$ cat config.mk
export PLATFORM = sky130hd
export DESIGN_NAME = swa_sync_window
export DESIGN_NICKNAME = d
export VERILOG_FILES = /design/src/verilog/swa_lock_history.v /design/src/verilog/swa_sync_window.v
export VERILOG_INCLUDE_DIRS = /design/src /design/src/common
export SDC_FILE = /design/constraint.sdc
export NUM_CORES = 1
export LEC_CHECK = 0
export ABC_AREA = 1
export BUFFER_PORTS_ARGS = -buffer_cell sky130_fd_sc_hd__buf_2
export CAP_MARGIN = 10
export CORE_UTILIZATION = 50
export CTS_CLUSTER_SIZE = 10
export DETAILED_ROUTE_END_ITERATION = 7
export HOLD_SLACK_MARGIN = 0.08
export PLACE_DENSITY = 0.71
export SYNTH_ARGS = -nofsm -noshare
export SYNTH_HDL_FRONTEND = slang
export SYNTH_SLANG_ARGS = --single-unit
$ cat constraint.sdc
create_clock -name clock -period 2.8 [get_ports clock]
set_clock_uncertainty 0.15 [all_clocks]
set_input_delay 0.42 -clock clock [delete_from_list [all_inputs] [get_ports clock]]
set_output_delay 0.42 -clock clock [all_outputs]
set_load 0.01 [all_outputs]
$ cat src/common/swa_defines.vh
// Constants for the frame sync window acquisition block.
// Assumes a 40 MHz system clock and a 19.2 Hz frame driven by an outside divider.
`ifndef SWA_DEFINES_VH
`define SWA_DEFINES_VH

// ----------------------------------------------------------------------
// Clocking
// ----------------------------------------------------------------------
`define SWA_CLK_NS 25
`define SWA_TICK_NS 200
`define SWA_TICK_DIV (`SWA_TICK_NS / `SWA_CLK_NS)
`define SWA_TICK_PHASE_W 3
`define SWA_TICK_FALL_PHASE 3'h7

// ----------------------------------------------------------------------
// Window and frame timing
// ----------------------------------------------------------------------
`define SWA_WINDOW_NS 25000
`define SWA_WINDOW_TICKS (`SWA_WINDOW_NS / `SWA_TICK_NS)
`define SWA_FRAME_RATE_DHZ 192
`define SWA_TIMEOUT_S 20
`define SWA_FORCE_S 1
`define SWA_TIMEOUT_FRAMES ((`SWA_TIMEOUT_S * `SWA_FRAME_RATE_DHZ) / 10)
`define SWA_FORCE_FRAMES ((`SWA_FORCE_S * `SWA_FRAME_RATE_DHZ) / 10)

// ----------------------------------------------------------------------
// Lock history
// ----------------------------------------------------------------------
`define SWA_HIST_W 8
`define SWA_HIST_RESET 8'hFF

`endif

$ cat src/verilog/swa_lock_history.v
// Lock history shift register: good comparisons shift zeros in from the top,
// bad ones shift ones in from the bottom. Same clock domain as its caller.
`timescale 1ns/1ps
`include "swa_defines.vh"

module swa_lock_history #(
   parameter W = `SWA_HIST_W
) (
   // Clock and reset
   input wire clock,
   input wire rst,
   // Shift requests, one-cycle pulses
   input wire shift_good,
   input wire shift_bad,
   // State
   output reg [W-1:0] hist_r,
   output wire all_ones,
   output wire all_zeros
);

   always @(posedge clock) begin
      if (rst) begin
         hist_r <= {W{1'b1}};
      end else if (shift_good) begin
         hist_r <= {1'b0, hist_r[W-1:1]};
      end else if (shift_bad) begin
         hist_r <= {hist_r[W-2:0], 1'b1};
      end
   end

   assign all_ones = &hist_r;
   assign all_zeros = ~|hist_r;

endmodule // swa_lock_history

$ cat src/verilog/swa_sync_window.v
// Slave frame sync acquisition: windows, samples and compares the detected
// carrier edge with the predicted sync, drives divider resets and receive forcing.
// Assumes frame_pos comes from the divider on this clock, in 5 MHz ticks,
// and that the divider loads SYNC_POS when reset_out pulses.
//
// Contract
// - Accept received rising edge only within 25 us before predicted sync; while acquiring, the code accepts every rising edge.
// - After acceptance, window opens no earlier than 25 us before last edge.
// - Correction per frame limited to 25 us; long pulses take several frames.
// - Latch sampler, comparison and history input sample on 5 MHz falling edge.
// - While acquiring, issue a divider reset pulse each frame, looped back.
// - Good comparison shifts zero in one side, bad shifts one in other.
// - Eight-bit history; eight good declare lock, eight bad declare loss.
// - History all ones: reset pulse on every detected carrier rising edge.
// - After about 20 s out of sync, force receive for about 1 s.
`timescale 1ns/1ps
`include "swa_defines.vh"

module swa_sync_window #(
   parameter FRAME_W = 18,
   parameter [17:0] SYNC_POS = 18'h20000,
   parameter [17:0] FRAME_LEN = 18'h3F940,
   parameter [15:0] TIMEOUT_FRAMES = `SWA_TIMEOUT_FRAMES,
   parameter [15:0] FORCE_FRAMES = `SWA_FORCE_FRAMES
) (
   // Clock and reset
   input wire clock,
   input wire rst,
   // Divider position, 5 MHz ticks into the frame
   input wire [FRAME_W-1:0] frame_pos,
   // Detected carrier pin, asynchronous
   input wire carrier_det,
   // Divider control and status
   output reg reset_out,
   output wire tick_5m,
   output wire window_open,
   output reg locked_r,
   output reg sync_error_r,
   output reg force_receive_r,
   output wire [7:0] lock_history_register
);

   localparam [FRAME_W-1:0] WIN_TICKS = `SWA_WINDOW_TICKS;

   // ------------------------------------------------------------------
   // Pin synchroniser and 5 MHz sampling strobe
   // ------------------------------------------------------------------
   reg car_s1_r;
   reg car_s2_r;
   reg car_s3_r;
   reg [`SWA_TICK_PHASE_W-1:0] phase_r;

   always @(posedge clock) begin
      if (rst) begin
         car_s1_r <= 1'b0;
         car_s2_r <= 1'b0;
         car_s3_r <= 1'b0;
         phase_r <= {`SWA_TICK_PHASE_W{1'b0}};
      end else begin
         car_s1_r <= carrier_det;
         car_s2_r <= car_s1_r;
         car_s3_r <= car_s2_r;
         phase_r <= phase_r + 3'h1;
      end
   end

   // Falling edge of the 5 MHz clock, one cycle in eight
   assign tick_5m = (phase_r == `SWA_TICK_FALL_PHASE);
   // Only the leading edge matters; trailing edge is ignored entirely
   wire car_rise = car_s2_r & ~car_s3_r;

   // ------------------------------------------------------------------
   // Window
   // ------------------------------------------------------------------
   wire hist_ones;
   wire hist_zeros;
   reg [FRAME_W-1:0] target_r;
   wire [FRAME_W-1:0] win_start = target_r - WIN_TICKS;
   wire acquiring = hist_ones & ~locked_r;
   // Wide mode accepts every edge; narrow mode only inside the window
   assign window_open = (frame_pos >= win_start) && (frame_pos < target_r);
   wire accept = car_rise & (window_open | acquiring);

   // ------------------------------------------------------------------
   // Edge latch and three samplers
   // ------------------------------------------------------------------
   reg edge_latch_r;
   reg [FRAME_W-1:0] edge_pos_r;
   reg window_latch_sampler;
   reg comparison_sampler;
   reg cmp_pend_r;
   reg win_prev_r;
   wire cmp_point = tick_5m & (frame_pos == target_r);

   always @(posedge clock) begin
      if (rst) begin
         edge_latch_r <= 1'b0;
         edge_pos_r <= {FRAME_W{1'b0}};
         window_latch_sampler <= 1'b0;
         win_prev_r <= 1'b0;
         comparison_sampler <= 1'b0;
         cmp_pend_r <= 1'b0;
         reset_out <= 1'b0;
      end else begin
         // A new edge wins over the clear when the latch is clear; a new edge is dropped while the latch is set
         if (accept & ~edge_latch_r) begin
            edge_latch_r <= 1'b1;
            edge_pos_r <= frame_pos;
         end else if (cmp_point) begin
            edge_latch_r <= 1'b0;
         end
         reset_out <= 1'b0;
         if (tick_5m) begin
            window_latch_sampler <= edge_latch_r;
            win_prev_r <= window_latch_sampler;
            // Reset each frame while acquiring, one per accepted edge
            if (acquiring && window_latch_sampler && !win_prev_r) begin
               reset_out <= 1'b1;
            end
         end
         if (cmp_point) begin
            comparison_sampler <= window_latch_sampler;
            cmp_pend_r <= 1'b1;
         end else if (tick_5m) begin
            cmp_pend_r <= 1'b0;
         end
      end
   end

   // ------------------------------------------------------------------
   // Lock history and flags
   // ------------------------------------------------------------------
   wire shift_now = tick_5m & cmp_pend_r;

   swa_lock_history #(
      .W(`SWA_HIST_W)
   ) u_hist (
      .clock(clock),
      .rst(rst),
      .shift_good(shift_now & comparison_sampler),
      .shift_bad(shift_now & ~comparison_sampler),
      .hist_r(lock_history_register),
      .all_ones(hist_ones),
      .all_zeros(hist_zeros)
   );

   always @(posedge clock) begin
      if (rst) begin
         locked_r <= 1'b0;
         sync_error_r <= 1'b1;
         target_r <= SYNC_POS;
      end else begin
         if (hist_zeros) begin
            locked_r <= 1'b1;
            sync_error_r <= 1'b0;
         end else if (hist_ones) begin
            locked_r <= 1'b0;
            sync_error_r <= 1'b1;
         end
         // Track the last accepted edge; window stays inside 25 us of it.
         // Predict two ticks past the edge, so that the window latch sampler
         // has caught the latch before the comparison point reads it.
         if (shift_now & comparison_sampler & ~acquiring) begin
            target_r <= edge_pos_r + {{(FRAME_W-2){1'b0}}, 2'h2};
         end else if (reset_out) begin
            target_r <= SYNC_POS;
         end
      end
   end

   // ------------------------------------------------------------------
   // Receive forcing timeout, counted in frames
   // ------------------------------------------------------------------
   reg [15:0] frame_cnt_r;
   wire frame_tick = tick_5m & (frame_pos == {FRAME_W{1'b0}});

   always @(posedge clock) begin
      if (rst) begin
         frame_cnt_r <= 16'h0000;
         force_receive_r <= 1'b0;
      end else if (!sync_error_r) begin
         frame_cnt_r <= 16'h0000;
         force_receive_r <= 1'b0;
      end else if (frame_tick) begin
         // Cycle repeats: long wait, short forced receive, wait again
         if (!force_receive_r && frame_cnt_r >= TIMEOUT_FRAMES - 16'h0001) begin
            force_receive_r <= 1'b1;
            frame_cnt_r <= 16'h0000;
         end else if (force_receive_r && frame_cnt_r >= FORCE_FRAMES - 16'h0001) begin
            force_receive_r <= 1'b0;
            frame_cnt_r <= 16'h0000;
         end else begin
            frame_cnt_r <= frame_cnt_r + 16'h0001;
         end
      end
   end

endmodule // swa_sync_window

==> flow_metrics.env <==
export IMPL_cts_num_sinks=75
export IMPL_min_path_type="input port to flop"
export IMPL_rows=35
export IMPL_die_w_um=99.3
export IMPL_path_max_fanout=3
export IMPL_core_region_area_um2=9200
export IMPL_ant_nets=0
export IMPL_synth_top_cell_by_area="dfxtp_1"
export IMPL_portBuffers=34
export IMPL_ios=35
export IMPL_post_route_util_pct=62.9
export IMPL_max_freq_mhz=299
export IMPL_grt_max_degree=38
export IMPL_hold_viol_final=0
export IMPL_clk_path_buf_depth=2
export IMPL_synth_common_cells="160 x nand2_1, 96 x inv_1, 93 x nor2_1, 75 x dfxtp_1, 58 x a21oi_1"
export IMPL_gr_total_overflow=0
export IMPL_start_util_pct=51.5
export IMPL_ys_ff_latch=75
export IMPL_grt_use_total_pct=25.6
export IMPL_rsz0062_at_grt="true"
export IMPL_diodes=0
export IMPL_required_ns=2.23
export IMPL_grt_pass1_wl_um=20200
export IMPL_syn_num_nets=769
export IMPL_power_density_nw_per_um2=396
export IMPL_viasPerCell=5.30
export IMPL_nFillCells=813
export IMPL_yosys_warnings=0
export IMPL_post_synth_top_count_cell="nand2_1"
export IMPL_wl_per_cell_um=13.6
export IMPL_violations="negative setup slack"
export IMPL_h_tree_depth=3
export IMPL_period_share_pct=120
export IMPL_vias=4681
export IMPL_min_period_ns=3.35
export IMPL_leakagePower_nw=2.60
export IMPL_slew_viol_final=0
export IMPL_synth_edf_count=0
export IMPL_synth_flop_cell="dfxtp_1"
export IMPL_placedCellCount=858
export IMPL_hold_buffers=0
export IMPL_drt_pass1_iter_count=5
export IMPL_synth_seq_area_share_pct=31.7
export IMPL_drc=0
export IMPL_design_area_um2=5790
export IMPL_fin_ws_ns=-0.547
export IMPL_ys_top_cells_by_area="dfxtp_1 32%, nand2_1 13%, ha_1 11%"
export IMPL_first_global_vias=4381
export IMPL_ir_drop_v=0.000251
export IMPL_layoutNonFillerInstCount=884
export IMPL_syn_area_um2=4740
export IMPL_wirelength_um=12000
export IMPL_max_cap_violations=0
export IMPL_end_kind="primary output"
export IMPL_relSlewSlack_pct=55.3
export IMPL_first_iter_violations=267
export IMPL_crit_type="flop to primary output"
export IMPL_drive_gt1_share_pct=19.8
export IMPL_synthDistinctLibCells=33
export IMPL_die_area_um2=9860
export IMPL_die_h_um=99.3
export IMPL_finalSetupViolations=20
export IMPL_antenna_found_initial=0
export IMPL_numCtsBuffers=9
export IMPL_syn_instance_count=706
export IMPL_nets=831
export IMPL_crit_arrival_ns=2.78
export IMPL_async_reset_ff_share_pct=0
export IMPL_clock_latency_ns=0.36
export IMPL_dpl_cell_area_um2=5170
export IMPL_worst_pin_slew_ns=0.664
export IMPL_syn_avg_cell_area_um2=6.71
export IMPL_outcome="finished, violations left"
export IMPL_holdWs_ns=0.108
export IMPL_dp_hpwl_um=8770
export IMPL_synth_top_cell_area_share_pct=31.7
export IMPL_cts_root_buf="clkbuf_8"
export IMPL_worstSetupStartpointType="flop"
export IMPL_area_growth_pct=22.2
export IMPL_tritoncts="yes"
export IMPL_path_clk_slew_ns=0.09
export IMPL_place_congestion=0.928
## worst max-delay path, cell delays in order (launching register included)
cell and delay (ns):
dfxtp_2 0.33, inv_2 0.07, ha_4 0.15, nor2_4 0.03, nand4_1 0.10, nor2_1 0.07
nor2_1 0.14, nand3_1 0.14, nor2_2 0.12, nand2_1 0.08, xor2_1 0.13, inv_1 0.08
ha_4 0.28, nand2_4 0.05, nor2_4 0.12, inv_2 0.06, nor3_2 0.11, nand2_1 0.09
nand3_2 0.07, nand2_2 0.06, inv_2 0.05, buf_6 0.09
## final cells by class
cell class / count / area (um2) / share of cell area [%]
Tap cell: 111 / 139 / 2.40
Multi-Input combinational cell: 516 / 3010 / 52.0
Inverter: 98 / 370 / 6.40
Sequential cell: 75 / 1500 / 26.0
Timing Repair Buffer: 68 / 532 / 9.19
Clock inverter: 6 / 93.8 / 1.62
Clock buffer: 10 / 138 / 2.38
## placed cells by master, fill, tap and decap left out, types with 7 or more instances in the layout
master    Yosys  final
nand4_1      11     11
inv_1        96     92
nor2_2        5     10
a21oi_2       2     14
dfxtp_1      75     73
a21oi_1      58     46
xor2_1       18     18
nor3_1       15     13
nand2_1     160    154
buf_2         3     33
ha_1         42     40
clkbuf_8      0     10
buf_4         0     26
nand3_1      52     36
nand2_2       3      8
nor2_1       93     86
o21ai_0      30     29
nand3_2       1     14
nor4_1        7      7
## where the power goes
| part | internal, mW | switching, mW | leakage [nW] |
|---|---|---|---|
| Sequential | 1.09 | 0.0194 | 0.609 |
| Combinational | 0.0815 | 0.138 | 1.88 |
| Clock | 0.536 | 0.432 | 0.114 |
## logic make-up (layout without fill, tap and decap cells)
family	after synthesis	after routing	share of synthesized area [%]
XOR/XNOR	19	19	3.51
buffers and inverters	115	182	9.88
flip-flops	75	75	31.7
adder cells (fa/ha/maj)	42	42	11.1
AND/OR/NAND/NOR	355	355	32.4
AO/OA/AOI/OAI	100	100	11.4
## path summary, 6_finish.rpt
| check | slack, ns | endpoint | startpoint | cells past startpoint |
|---|---|---|---|---|
| hold / removal | 0.11 | car_s1_r | carrier_det | 3 |
| setup / recovery | -0.55 | window_open | target_r[0] | 21 |
| hold reg to reg | 0.26 | car_s2_r | car_s1_r | 2 |
| setup reg to reg | -0.52 | edge_pos_r[9] | target_r[0] | 27 |
## per-stage QoR
stage	power [mW]	setup TNS (ns)	setup WS (ns)
finish	2.29	-9.02	-0.547
global route	2.39	-13.55	-0.772
CTS	2.29	-9.98	-0.615
detailed placement	1.32	-5.36	-0.287
global placement	1.31	-3.71	-0.223
floorplan	1.25	-0.339	-0.0315
## routing by layer
layer  up-vias  GRT usage (%)  part of all wire, %
met5         -              0                    0
met4         0           8.26                  1.5
met3        13           3.79                  5.0
met2       123           43.9                   48
met1      2139           33.1                   46
li1       2406              -                    -
## state kept, by name (all words and copies together), names as in the netlist
register and count:
force_receive_r 1, car_s2_r 1, car_s3_r 1, frame_cnt_r 16
car_s1_r 1, edge_latch_r 1, reset_out 1, cmp_pend_r 1
edge_pos_r 18, target_r 18, u_hist.hist_r 8, locked_r 1
sync_error_r 1, comparison_sampler 1, window_latch_sampler 1, win_prev_r 1
phase_r 3
## what timing repair did
item,4_1_cts,5_1_grt
endpoints found under the setup margin,20,20
buffers inserted,7,1
gates cloned,4,0
pin swaps,19,8
resized for setup,30,31
Power figures use the tool's default switching activity.
